==> src/pkg/ivlpc_cfg.svh <==
// Constants for the interrupt vector and low-power control block.
`ifndef IVLPC_CFG_SVH
`define IVLPC_CFG_SVH
// ==========================================
// Vector table
`define IVLPC_VEC_BASE      16'hFFE0
`define IVLPC_VEC_TOP       16'hFFFF
`define IVLPC_RESET_VEC     16'hFFFE
`define IVLPC_SLOT_RESET    4'hF
`define IVLPC_SLOT_NMI      4'hE
`define IVLPC_SLOT_MAILBOX  4'hD
`define IVLPC_SLOT_CONV     4'hC
`define IVLPC_SLOT_WDT      4'hA
`define IVLPC_SLOT_RX       4'h9
`define IVLPC_SLOT_TX       4'h8
`define IVLPC_SLOT_CMP      4'h6
`define IVLPC_SLOT_TMR      4'h5
`define IVLPC_SLOT_PORT1    4'h4
`define IVLPC_SLOT_PORT2    4'h1
`define IVLPC_SLOT_TICK     4'h0
// Slots with an assigned source; 11, 7, 3 and 2 are empty.
`define IVLPC_USED_SLOTS    16'hF773
// ==========================================
// Fetch ranges that force a reset
`define IVLPC_PERIPH_LO     16'h0000
`define IVLPC_PERIPH_HI     16'h01FF
`define IVLPC_GAP_LO        16'h0600
`define IVLPC_GAP_HI        16'h0BFF
`endif

==> src/pkg/ivlpc_pkg.sv <==
// Types shared by the interrupt vector and low-power control block.
package ivlpc_pkg;
   // ==========================================
   // Sequencer states, one-hot.
   typedef enum logic [2:0] {
      ST_IDLE    = 3'h1,
      ST_FETCH   = 3'h2,
      ST_SERVICE = 3'h4
   } ivlpc_state_e;
   // ==========================================
   // Operating modes selected by software.
   typedef enum logic [2:0] {
      full_run_mode   = 3'h0,
      low_power_zero  = 3'h1,
      low_power_one   = 3'h2,
      low_power_two   = 3'h3,
      low_power_three = 3'h4,
      low_power_four  = 3'h5
   } ivlpc_mode_e;
   typedef logic [3:0]  ivlpc_slot_t;
   typedef logic [15:0] ivlpc_word_t;
endpackage : ivlpc_pkg

==> src/pkg/ivlpc_if.sv <==
// Carrier between the sequencer, the priority encoder and the mode decoder.
`timescale 1ns/1ns
interface ivlpc_if;
   import ivlpc_pkg::*;
   logic [15:0] slot_req;
   logic        grant_valid;
   ivlpc_slot_t grant_slot;
   ivlpc_mode_e mode;
   modport top_mp  (output slot_req, output mode, input grant_valid, input grant_slot);
   modport prio_mp (input slot_req, output grant_valid, output grant_slot);
   modport lpm_mp  (input mode);
endinterface : ivlpc_if

==> src/ivlpc_top.sv <==
// Interrupt vector selection, reset sources and low-power mode sequencing.
`timescale 1ns/1ns
`include "ivlpc_cfg.svh"
module ivlpc_top (
   // Clock and reset
   input  wire logic                  mclk,
   input  wire logic                  rst_n,
   // Reset causes
   input  wire logic                  ext_reset_event,
   input  wire logic                  watchdog_expire,
   input  wire logic                  flash_key_violation,
   input  wire logic                  fetch_valid,
   input  wire ivlpc_pkg::ivlpc_word_t fetch_addr,
   // Non-maskable sources and their enables
   input  wire logic                  ext_nmi_flag,
   input  wire logic                  osc_fault_flag,
   input  wire logic                  flash_access_violation_flag,
   input  wire logic                  ext_nmi_enable,
   input  wire logic                  osc_fault_enable,
   input  wire logic                  flash_access_violation_enable,
   // Maskable sources
   input  wire logic                  mailbox_out_flag,
   input  wire logic                  mailbox_in_flag,
   input  wire logic                  converter_overflow_flag,
   input  wire logic                  converter_result_flag,
   input  wire logic                  watchdog_flag,
   input  wire logic                  serial_rx_flag,
   input  wire logic                  serial_tx_flag,
   input  wire logic                  compare_match_flag,
   input  wire logic                  timer_overflow_flag,
   input  wire logic [7:0]            port_one_pin_flags,
   input  wire logic [7:0]            port_two_pin_flags,
   input  wire logic                  basic_tick_flag,
   // Maskable enables
   input  wire logic [15:0]           slot_enable,
   input  wire logic                  watchdog_irq_enable,
   input  wire logic                  watchdog_interval_mode,
   input  wire logic                  global_irq_enable,
   // CPU side
   input  wire logic                  mode_wr,
   input  wire ivlpc_pkg::ivlpc_mode_e mode_sel,
   input  wire logic                  irq_return,
   input  wire logic                  vec_fetch_valid,
   input  wire ivlpc_pkg::ivlpc_word_t vec_fetch_data,
   output logic                       vec_fetch_req,
   output ivlpc_pkg::ivlpc_word_t     vec_fetch_addr,
   output logic                       pc_load,
   output ivlpc_pkg::ivlpc_word_t     pc_value,
   output ivlpc_pkg::ivlpc_slot_t     taken_slot,
   output logic                       taken_pulse,
   output logic                       sys_reset,
   output ivlpc_pkg::ivlpc_mode_e     cur_mode,
   // Clock enables
   output logic                       cpu_halt,
   output logic                       aclk_run,
   output logic                       sub_main_clock_run,
   output logic                       mclk_avail,
   output logic                       loop_ctrl_run,
   output logic                       oscillator_clock_run,
   output logic                       dc_gen_on,
   output logic                       xtal_run
);
   import ivlpc_pkg::*;

   // ==========================================
   // Reset synchroniser
   logic         rst_meta_r;
   logic         rst_s_n;
   ivlpc_if      bus ();

   // Release is delayed two edges; assertion stays asynchronous.
   always_ff @(posedge mclk or negedge rst_n) begin
      if (!rst_n) begin
         rst_meta_r <= 1'b0;
         rst_s_n    <= 1'b0;
      end else begin
         rst_meta_r <= 1'b1;
         rst_s_n    <= rst_meta_r;
      end
   end

   // ==========================================
   // Request gathering
   logic         illegal_fetch;
   logic         reset_cause;
   logic         nmi_req;
   logic         wdt_req;
   logic [15:0]  mask_req;
   logic [15:0]  slot_req;
   ivlpc_state_e state_r;
   ivlpc_mode_e  mode_r;
   ivlpc_mode_e  saved_mode_r;

   assign illegal_fetch = fetch_valid &&
                          ((fetch_addr <= `IVLPC_PERIPH_HI) ||
                           (fetch_addr >= `IVLPC_GAP_LO && fetch_addr <= `IVLPC_GAP_HI));
   assign reset_cause = ext_reset_event || watchdog_expire || flash_key_violation || illegal_fetch;

   assign nmi_req = (ext_nmi_flag && ext_nmi_enable) ||
                    (osc_fault_flag && osc_fault_enable) ||
                    (flash_access_violation_flag && flash_access_violation_enable);

   assign wdt_req = watchdog_flag && watchdog_irq_enable && watchdog_interval_mode;

   // Maskable sources by slot; grouped flags feed one slot each.
   always_comb begin
      mask_req = 16'h0000;
      mask_req[`IVLPC_SLOT_MAILBOX] = mailbox_out_flag || mailbox_in_flag;
      mask_req[`IVLPC_SLOT_CONV]    = converter_overflow_flag || converter_result_flag;
      mask_req[`IVLPC_SLOT_RX]      = serial_rx_flag;
      mask_req[`IVLPC_SLOT_TX]      = serial_tx_flag;
      mask_req[`IVLPC_SLOT_CMP]     = compare_match_flag;
      mask_req[`IVLPC_SLOT_TMR]     = timer_overflow_flag;
      mask_req[`IVLPC_SLOT_PORT1]   = |port_one_pin_flags;
      mask_req[`IVLPC_SLOT_PORT2]   = |port_two_pin_flags;
      mask_req[`IVLPC_SLOT_TICK]    = basic_tick_flag;
      mask_req = mask_req & slot_enable;
      mask_req[`IVLPC_SLOT_WDT]     = wdt_req;
      mask_req[`IVLPC_SLOT_NMI]     = 1'b0;
      mask_req[`IVLPC_SLOT_RESET]   = 1'b0;
   end

   // The global enable gates maskable slots only; the shared slot bypasses it.
   // bypass global enable
   always_comb begin
      slot_req = global_irq_enable ? mask_req : 16'h0000;
      slot_req[`IVLPC_SLOT_NMI] = nmi_req;
   end

   assign bus.slot_req = slot_req;
   assign bus.mode     = mode_r;

   ivlpc_prio u_prio (
      .mclk    (mclk),
      .rst_s_n (rst_s_n),
      .pif     (bus.prio_mp)
   );

   // ==========================================
   // Sequencer
   logic take;
   assign take          = (state_r == ST_IDLE) && bus.grant_valid && !reset_cause;
   assign vec_fetch_req = (state_r == ST_FETCH);

   // A reset cause beats everything and restarts through the reset vector.
   // reset vector
   always_ff @(posedge mclk or negedge rst_s_n) begin
      if (!rst_s_n) begin
         state_r <= ST_FETCH;
      end else if (reset_cause) begin
         state_r <= ST_FETCH;
      end else begin
         case (state_r)
            ST_IDLE:    if (take) state_r <= ST_FETCH;
            ST_FETCH:   if (vec_fetch_valid) state_r <= (vec_fetch_addr == `IVLPC_RESET_VEC) ? ST_IDLE
                                                                                            : ST_SERVICE;
            ST_SERVICE: if (irq_return) state_r <= ST_IDLE;
            default:    state_r <= ST_IDLE;
         endcase
      end
   end

   // Vector address is base plus twice the slot, always inside the table.
   // table range
   always_ff @(posedge mclk or negedge rst_s_n) begin
      if (!rst_s_n) begin
         vec_fetch_addr <= `IVLPC_RESET_VEC;
      end else if (reset_cause) begin
         vec_fetch_addr <= `IVLPC_RESET_VEC;
      end else if (take) begin
         vec_fetch_addr <= `IVLPC_VEC_BASE | {11'h000, bus.grant_slot, 1'b0};
      end
   end

   // Taken slot is reported once so single-source flags can be cleared.
   // others stay pending
   always_ff @(posedge mclk or negedge rst_s_n) begin
      if (!rst_s_n) begin
         taken_pulse <= 1'b0;
         taken_slot  <= 4'h0;
      end else begin
         taken_pulse <= take;
         if (take) taken_slot <= bus.grant_slot;
      end
   end

   always_ff @(posedge mclk or negedge rst_s_n) begin
      if (!rst_s_n) begin
         pc_load  <= 1'b0;
         pc_value <= 16'h0000;
      end else begin
         pc_load <= vec_fetch_req && vec_fetch_valid && !reset_cause;
         if (vec_fetch_req && vec_fetch_valid) pc_value <= vec_fetch_data;
      end
   end

   always_ff @(posedge mclk or negedge rst_s_n) begin
      if (!rst_s_n) begin
         sys_reset <= 1'b0;
      end else begin
         sys_reset <= reset_cause;
      end
   end

   // ==========================================
   // Mode control
   // The mode at interrupt entry is kept aside and put back on return.
   // Nesting is not supported: one saved mode is enough.
   // wake and restore
   always_ff @(posedge mclk or negedge rst_s_n) begin
      if (!rst_s_n) begin
         mode_r       <= full_run_mode;
         saved_mode_r <= full_run_mode;
      end else if (reset_cause) begin
         mode_r       <= full_run_mode;
         saved_mode_r <= full_run_mode;
      end else if (take) begin
         saved_mode_r <= mode_r;
         mode_r       <= full_run_mode;
      end else if (state_r == ST_SERVICE && irq_return) begin
         mode_r <= saved_mode_r;
      end else if (mode_wr) begin
         mode_r <= mode_sel;
      end
   end
   assign cur_mode = mode_r;

   ivlpc_lpm u_lpm (
      .mclk                 (mclk),
      .rst_s_n              (rst_s_n),
      .mif                  (bus.lpm_mp),
      .cpu_halt             (cpu_halt),
      .aclk_run             (aclk_run),
      .sub_main_clock_run   (sub_main_clock_run),
      .mclk_avail           (mclk_avail),
      .loop_ctrl_run        (loop_ctrl_run),
      .oscillator_clock_run (oscillator_clock_run),
      .dc_gen_on            (dc_gen_on),
      .xtal_run             (xtal_run)
   );

   // ==========================================
   // Checks
   property p_vec_range;
      @(posedge mclk) disable iff (!rst_s_n)
      vec_fetch_req |-> vec_fetch_addr >= `IVLPC_VEC_BASE && !vec_fetch_addr[0];
   endproperty
   a_vec_range: assert property (p_vec_range) else $error("vector outside table");

   property p_pc_load;
      @(posedge mclk) disable iff (!rst_s_n)
      vec_fetch_req && vec_fetch_valid && !reset_cause |=> pc_load && pc_value == $past(vec_fetch_data);
   endproperty
   a_pc_load: assert property (p_pc_load) else $error("vector word not loaded");

   property p_reset_vec;
      @(posedge mclk) disable iff (!rst_s_n)
      reset_cause |=> sys_reset && vec_fetch_req && vec_fetch_addr == `IVLPC_RESET_VEC;
   endproperty
   a_reset_vec: assert property (p_reset_vec) else $error("reset cause missed reset vector");

   property p_illegal;
      @(posedge mclk) disable iff (!rst_s_n)
      fetch_valid && (fetch_addr <= 16'h01FF || (fetch_addr >= 16'h0600 && fetch_addr <= 16'h0BFF)) |=> sys_reset;
   endproperty
   a_illegal: assert property (p_illegal) else $error("illegal fetch did not reset");

   property p_nmi;
      @(posedge mclk) disable iff (!rst_s_n)
      state_r == ST_IDLE && nmi_req && !reset_cause |=> vec_fetch_addr == 16'hFFFC ##1 vec_fetch_req[*1];
   endproperty
   a_nmi: assert property (p_nmi) else $error("nmi did not select shared vector");

   property p_gie;
      @(posedge mclk) disable iff (!rst_s_n)
      state_r == ST_IDLE && !global_irq_enable && !nmi_req && !reset_cause |=> state_r == ST_IDLE;
   endproperty
   a_gie: assert property (p_gie) else $error("maskable taken with global enable off");

   property p_wdt;
      @(posedge mclk) disable iff (!rst_s_n)
      !watchdog_interval_mode |-> !slot_req[`IVLPC_SLOT_WDT];
   endproperty
   a_wdt: assert property (p_wdt) else $error("watchdog request in watchdog mode");

   property p_wake;
      @(posedge mclk) disable iff (!rst_s_n)
      take |=> mode_r == full_run_mode && saved_mode_r == $past(mode_r);
   endproperty
   a_wake: assert property (p_wake) else $error("interrupt did not wake");

   property p_restore;
      @(posedge mclk) disable iff (!rst_s_n)
      state_r == ST_SERVICE && irq_return && !reset_cause |=> mode_r == $past(saved_mode_r) && state_r == ST_IDLE;
   endproperty
   a_restore: assert property (p_restore) else $error("mode not restored on return");
endmodule : ivlpc_top

==> src/ivlpc_prio.sv <==
// Fixed-priority encoder over the sixteen vector slots.
`timescale 1ns/1ns
`include "ivlpc_cfg.svh"
module ivlpc_prio (
   // Clock and synchronised reset
   input wire logic mclk,
   input wire logic rst_s_n,
   // Requests and grant
   ivlpc_if.prio_mp pif
);
   import ivlpc_pkg::*;
   localparam logic [15:0] USED = `IVLPC_USED_SLOTS;
   logic [15:0] eligible;

   // ==========================================
   // Eligibility
   // skip empty slots
   for (genvar i = 0; i < 16; i++) begin : g_elig
      assign eligible[i] = pif.slot_req[i] & USED[i];
   end

   // Highest slot wins; the rest stay pending at their sources.
   // higher vector ranks
   always_comb begin
      pif.grant_valid = 1'b0;
      pif.grant_slot  = 4'h0;
      for (int k = 0; k < 16; k++) begin
         if (eligible[k]) begin
            pif.grant_valid = 1'b1;
            pif.grant_slot  = 4'(k);
         end
      end
   end

   property p_skip_empty;
      @(posedge mclk) disable iff (!rst_s_n)
      pif.grant_valid |-> USED[pif.grant_slot] && pif.slot_req[pif.grant_slot];
   endproperty
   a_skip_empty: assert property (p_skip_empty) else $error("grant on empty or idle slot");
endmodule : ivlpc_prio

==> src/ivlpc_lpm.sv <==
// Clock and oscillator enables decoded from the operating mode.
`timescale 1ns/1ns
module ivlpc_lpm (
   // Clock and synchronised reset
   input  wire logic mclk,
   input  wire logic rst_s_n,
   // Mode in
   ivlpc_if.lpm_mp   mif,
   // Enables out
   output logic      cpu_halt,
   output logic      aclk_run,
   output logic      sub_main_clock_run,
   output logic      mclk_avail,
   output logic      loop_ctrl_run,
   output logic      oscillator_clock_run,
   output logic      dc_gen_on,
   output logic      xtal_run
);
   import ivlpc_pkg::*;
   logic [7:0] en_nxt;

   // ==========================================
   // Decode, packed as halt, aclk, sub_main_clock, mclk, loop, osc, dc, xtal.
   always_comb begin
      case (mif.mode)
         full_run_mode:   en_nxt = 8'h7F;
         low_power_zero:  en_nxt = 8'hFF;
         low_power_one:   en_nxt = 8'hF7;
         low_power_two:   en_nxt = 8'hC3;
         low_power_three: en_nxt = 8'hC1;
         low_power_four:  en_nxt = 8'h80;
         default:         en_nxt = 8'h7F;
      endcase
   end

   // Registered so the clock gates never see decode glitches.
   // active mode
   always_ff @(posedge mclk or negedge rst_s_n) begin
      if (!rst_s_n) begin
         {cpu_halt, aclk_run, sub_main_clock_run, mclk_avail,
          loop_ctrl_run, oscillator_clock_run, dc_gen_on, xtal_run} <= 8'h7F;
      end else begin
         {cpu_halt, aclk_run, sub_main_clock_run, mclk_avail,
          loop_ctrl_run, oscillator_clock_run, dc_gen_on, xtal_run} <= en_nxt;
      end
   end

   property p_low_power_four_stop;
      @(posedge mclk) disable iff (!rst_s_n)
      mif.mode == low_power_four |=> !aclk_run && !xtal_run && !dc_gen_on && cpu_halt;
   endproperty
   a_low_power_four_stop: assert property (p_low_power_four_stop) else $error("mode four left a clock running");
endmodule : ivlpc_lpm

==> config.mk <==
export PLATFORM = sky130hd
export DESIGN_NAME = ivlpc_top
export DESIGN_NICKNAME = d
export VERILOG_FILES = /design/src/pkg/ivlpc_pkg.sv /design/src/pkg/ivlpc_if.sv /design/src/ivlpc_top.sv /design/src/ivlpc_prio.sv /design/src/ivlpc_lpm.sv
export VERILOG_INCLUDE_DIRS = /design/src /design/src/pkg
export SDC_FILE = /design/constraint.sdc
export NUM_CORES = 1
export LEC_CHECK = 0
export BUFFER_PORTS_ARGS = -buffer_cell sky130_fd_sc_hd__buf_2
export CORE_MARGIN = 4
export CORE_UTILIZATION = 41
export DETAILED_ROUTE_END_ITERATION = 8
export PLACE_DENSITY = 0.87
export SETUP_SLACK_MARGIN = 0.2
export SLEW_MARGIN = 20
export SYNTH_ARGS = -nofsm -noshare
export SYNTH_HDL_FRONTEND = slang
export SYNTH_SLANG_ARGS = --single-unit
==> constraint.sdc <==
create_clock -name mclk -period 1.6 [get_ports mclk]
set_clock_uncertainty 0.2 [all_clocks]
set_input_delay 0.24 -clock mclk [delete_from_list [all_inputs] [get_ports mclk]]
set_output_delay 0.24 -clock mclk [all_outputs]
set_load 0.05 [all_outputs]
==> impl_metrics.env <==
export IMPL_synth_top_cell_by_area="dfrtp_1"
export IMPL_dieArea_mm2=0.006204
export IMPL_ys_seq_area_frac=0.5296
export IMPL_synth_flop_cell="dfrtp_1"
export IMPL_fp_row_count=25
export IMPL_cts_tree="yes"
export IMPL_r2r_end="taken_slot[1]"
export IMPL_synthArstFlopShare=1.000
export IMPL_ir_drop_mv=0.4077
export IMPL_grt_overflow=0
export IMPL_place_hpwl_mm=4.515
export IMPL_status="complete, but fails checks"
export IMPL_synth_edf_count=0
export IMPL_regToRegSetupSlack_ns=-0.19
export IMPL_violations="negative setup slack"
export IMPL_drc=0
export IMPL_startpoint_type="flip-flop"
export IMPL_r2r_start="state_r[2]"
export IMPL_crit_type="flip-flop to output port"
export IMPL_syn_avg_cell_area_um2=11.73
export IMPL_vias_per_cell=5.019
export IMPL_vias=2163
export IMPL_fillers=282
export IMPL_wirelength_mm=6.838
export IMPL_grt_usage=0.2126
export IMPL_route_met3_wl_um=454
export IMPL_first_global_vias=2217
export IMPL_antenna_left=0
export IMPL_path_clk_slew_ns=0.09
export IMPL_hold_viol=0
export IMPL_multi_input_area_mm2=0.001052
export IMPL_synth_cell_types=44
export IMPL_min_period_over_period=1.119
export IMPL_pin_count=146
export IMPL_cts_buffers_inserted=5
export IMPL_required_ns=1.16
export IMPL_area_growth_pct=82.88
export IMPL_syn_instance_count=175
export IMPL_synth_top_area_share=0.4144
export IMPL_cp_endpoint="vec_fetch_req"
export IMPL_crit_path_end_kind="output port"
export IMPL_port_buffers=117
export IMPL_slew_violations=0
export IMPL_fin_ws_ns=-0.1905
export IMPL_critPathLaunch="state_r[2]"
export IMPL_antenna_found_initial=0
export IMPL_ys_ff_latch=43
export IMPL_timing_hold_ws_ns=0.05267
export IMPL_start_util=0.4290
export IMPL_grt_setup_unrepaired="true"
export IMPL_grt_max_degree=23
export IMPL_die_h_um=78.77
export IMPL_clockBufferDepth=2
export IMPL_yosys_top_cells_area="dfrtp_1 (41%), dfstp_2 (12%), mux2_2 (9.3%)"
export IMPL_yosysWarnings=0
export IMPL_p_leak_uw=0.001891
export IMPL_drt_initial_drc_count=91
export IMPL_power_density_mw_per_mm2=832.3
export IMPL_drv_cap=0
export IMPL_route_met2_wl_mm=3.709
export IMPL_period_needed_ns=1.791
export IMPL_grt_pass1_wl_mm=10.29
export IMPL_wl_met1_mm=2.522
export IMPL_layout_area_seq_mm2=0.001092
export IMPL_layout_nets=458
export IMPL_reg2reg_depth=5
export IMPL_maxUsedRoutingLayer="met4"
export IMPL_drive_gt1_frac=0.6429
export IMPL_dr_pass1_iters=4
export IMPL_routedWlPerCell_um=15.87
export IMPL_diodes=0
export IMPL_fp_coreArea_mm2=0.004786
export IMPL_cts_sinks=43
export IMPL_clk_latency_ns=0.30
export IMPL_max_freq_ghz=0.5585
export IMPL_die_x_um=78.77
export IMPL_hp_class="flip-flop to asynchronous set/reset pin"
export IMPL_fin_util=0.7846
export IMPL_gp_routability_congestion=0.7928
export IMPL_crit_path_max_fanout=2
export IMPL_critPathArrivalTime_ns=1.35
export IMPL_cts_max_level=2
export IMPL_ctsRootBufferMaster="clkbuf_8"
export IMPL_setup_violations=34
export IMPL_synth_area_mm2=0.002053
repair_timing:
item | in CTS | in global routing
endpoints found under the hold margin | 18 | 0
gates resized for setup | 71 | 11
setup buffers | 13 | 9
pin swaps | 9 | 4
gates cloned | 0 | 1
hold buffers | 17 | 0
endpoints found under the setup margin | 50 | 53
placed cells by master, fill, tap and decap left out, types with 5 or more instances in the layout:
| cell type | instances |
|---|---|
| buf_6 | 8 |
| dfstp_2 | 9 |
| dfrtp_1 | 30 |
| inv_1 | 7 |
| mux2i_1 | 5 |
| buf_4 | 47 |
| dlygate4sd3_1 | 17 |
| nor2_1 | 7 |
| clkbuf_8 | 5 |
| mux2_4 | 17 |
| o211ai_1 | 5 |
| nand2_1 | 9 |
| buf_8 | 13 |
| conb_1 | 13 |
| buf_2 | 96 |
worst min-delay path by stage:
stage,cells past startpoint,slack (ns),to
3_5_place_dp,1,-0.17,rst_meta_r
3_3_place_gp,1,-0.17,rst_meta_r
4_1_cts,1,0.03,saved_mode_r[1]
2_1_floorplan,0,-0.26,rst_meta_r
6_report,1,0.05,saved_mode_r[1]
5_1_grt,2,0.08,rst_s_n
through the flow:
step                cells  setup TNS (ns)  total power (uW)  cell area (um^2)  setup WS, ns
global placement      383          -8.849              1988              2945       -0.4979
global route          431          -6.414              3239              3755       -0.2332
CTS                   421          -3.933              3088              3622       -0.1742
floorplan             186          -11.16              1768              2192       -0.4484
detailed placement    383          -10.05              2008              2945       -0.4994
finish                431          -5.002              3125              3755       -0.1905
worst max-delay path: stages (launching register included):
cell	delay, ns
dfrtp_1	0.43
buf_6	0.14
nand2b_4	0.14
nor2_4	0.09
buf_6	0.11
buf_8	0.14
final cells by class:
type | instances | share of cell area
Clock buffer | 5 | 0.01833
Clock inverter | 3 | 0.01799
Inverter | 7 | 0.006998
Multi-Input combinational cell | 119 | 0.2802
Sequential cell | 43 | 0.2909
Tap cell | 67 | 0.02233
Timing Repair Buffer | 187 | 0.3632
report_power, final:
part	switching [uW]	internal [uW]
Sequential	43.8	1160
Clock	367	622
Combinational	547	383
synthesized netlist by cell type, types with 2 or more instances:
cell type	count
nor2b_1	2
a211oi_1	4
nor2_1	10
inv_1	7
dfrtp_1	34
nand4_1	3
nand3_1	2
mux2_2	17
nand2_1	9
nor3_1	2
a2bb2oi_1	2
dfstp_2	9
o21ai_0	3
mux2i_1	5
conb_1	2
and2_1	3
a21oi_1	5
o211ai_1	5
o21a_1	2
a222oi_1	2
buf_4	15
or4_1	4
a22oi_1	3
a21o_1	2
nand2b_1	2
a22o_1	3
cell families after synthesis:
logic type | Yosys count | share of synthesized area
flip-flops | 43 | 0.5296
AO/OA/AOI/OAI | 42 | 0.1597
AND/OR/NAND/NOR | 40 | 0.1060
buffers and inverters | 24 | 0.07191
multiplexers | 23 | 0.1249
other | 2 | 0.003658
XOR/XNOR | 1 | 0.004266
layer usage:
layer,global-route usage,up-vias
met3,0.03515,14
met1,0.2295,1043
met4,0.07517,0
met5,0,-
li1,-,997
met2,0.4126,109
state kept, by name, indices dropped and copies added, names as in the netlist, 3 cells and up:
| name | flops |
|---|---|
| pc_value | 16 |
| taken_slot | 4 |
| vec_fetch_addr | 4 |
| saved_mode_r | 3 |
| state_r | 3 |
| cur_mode | 3 |
(Power assumes the default switching activity.)
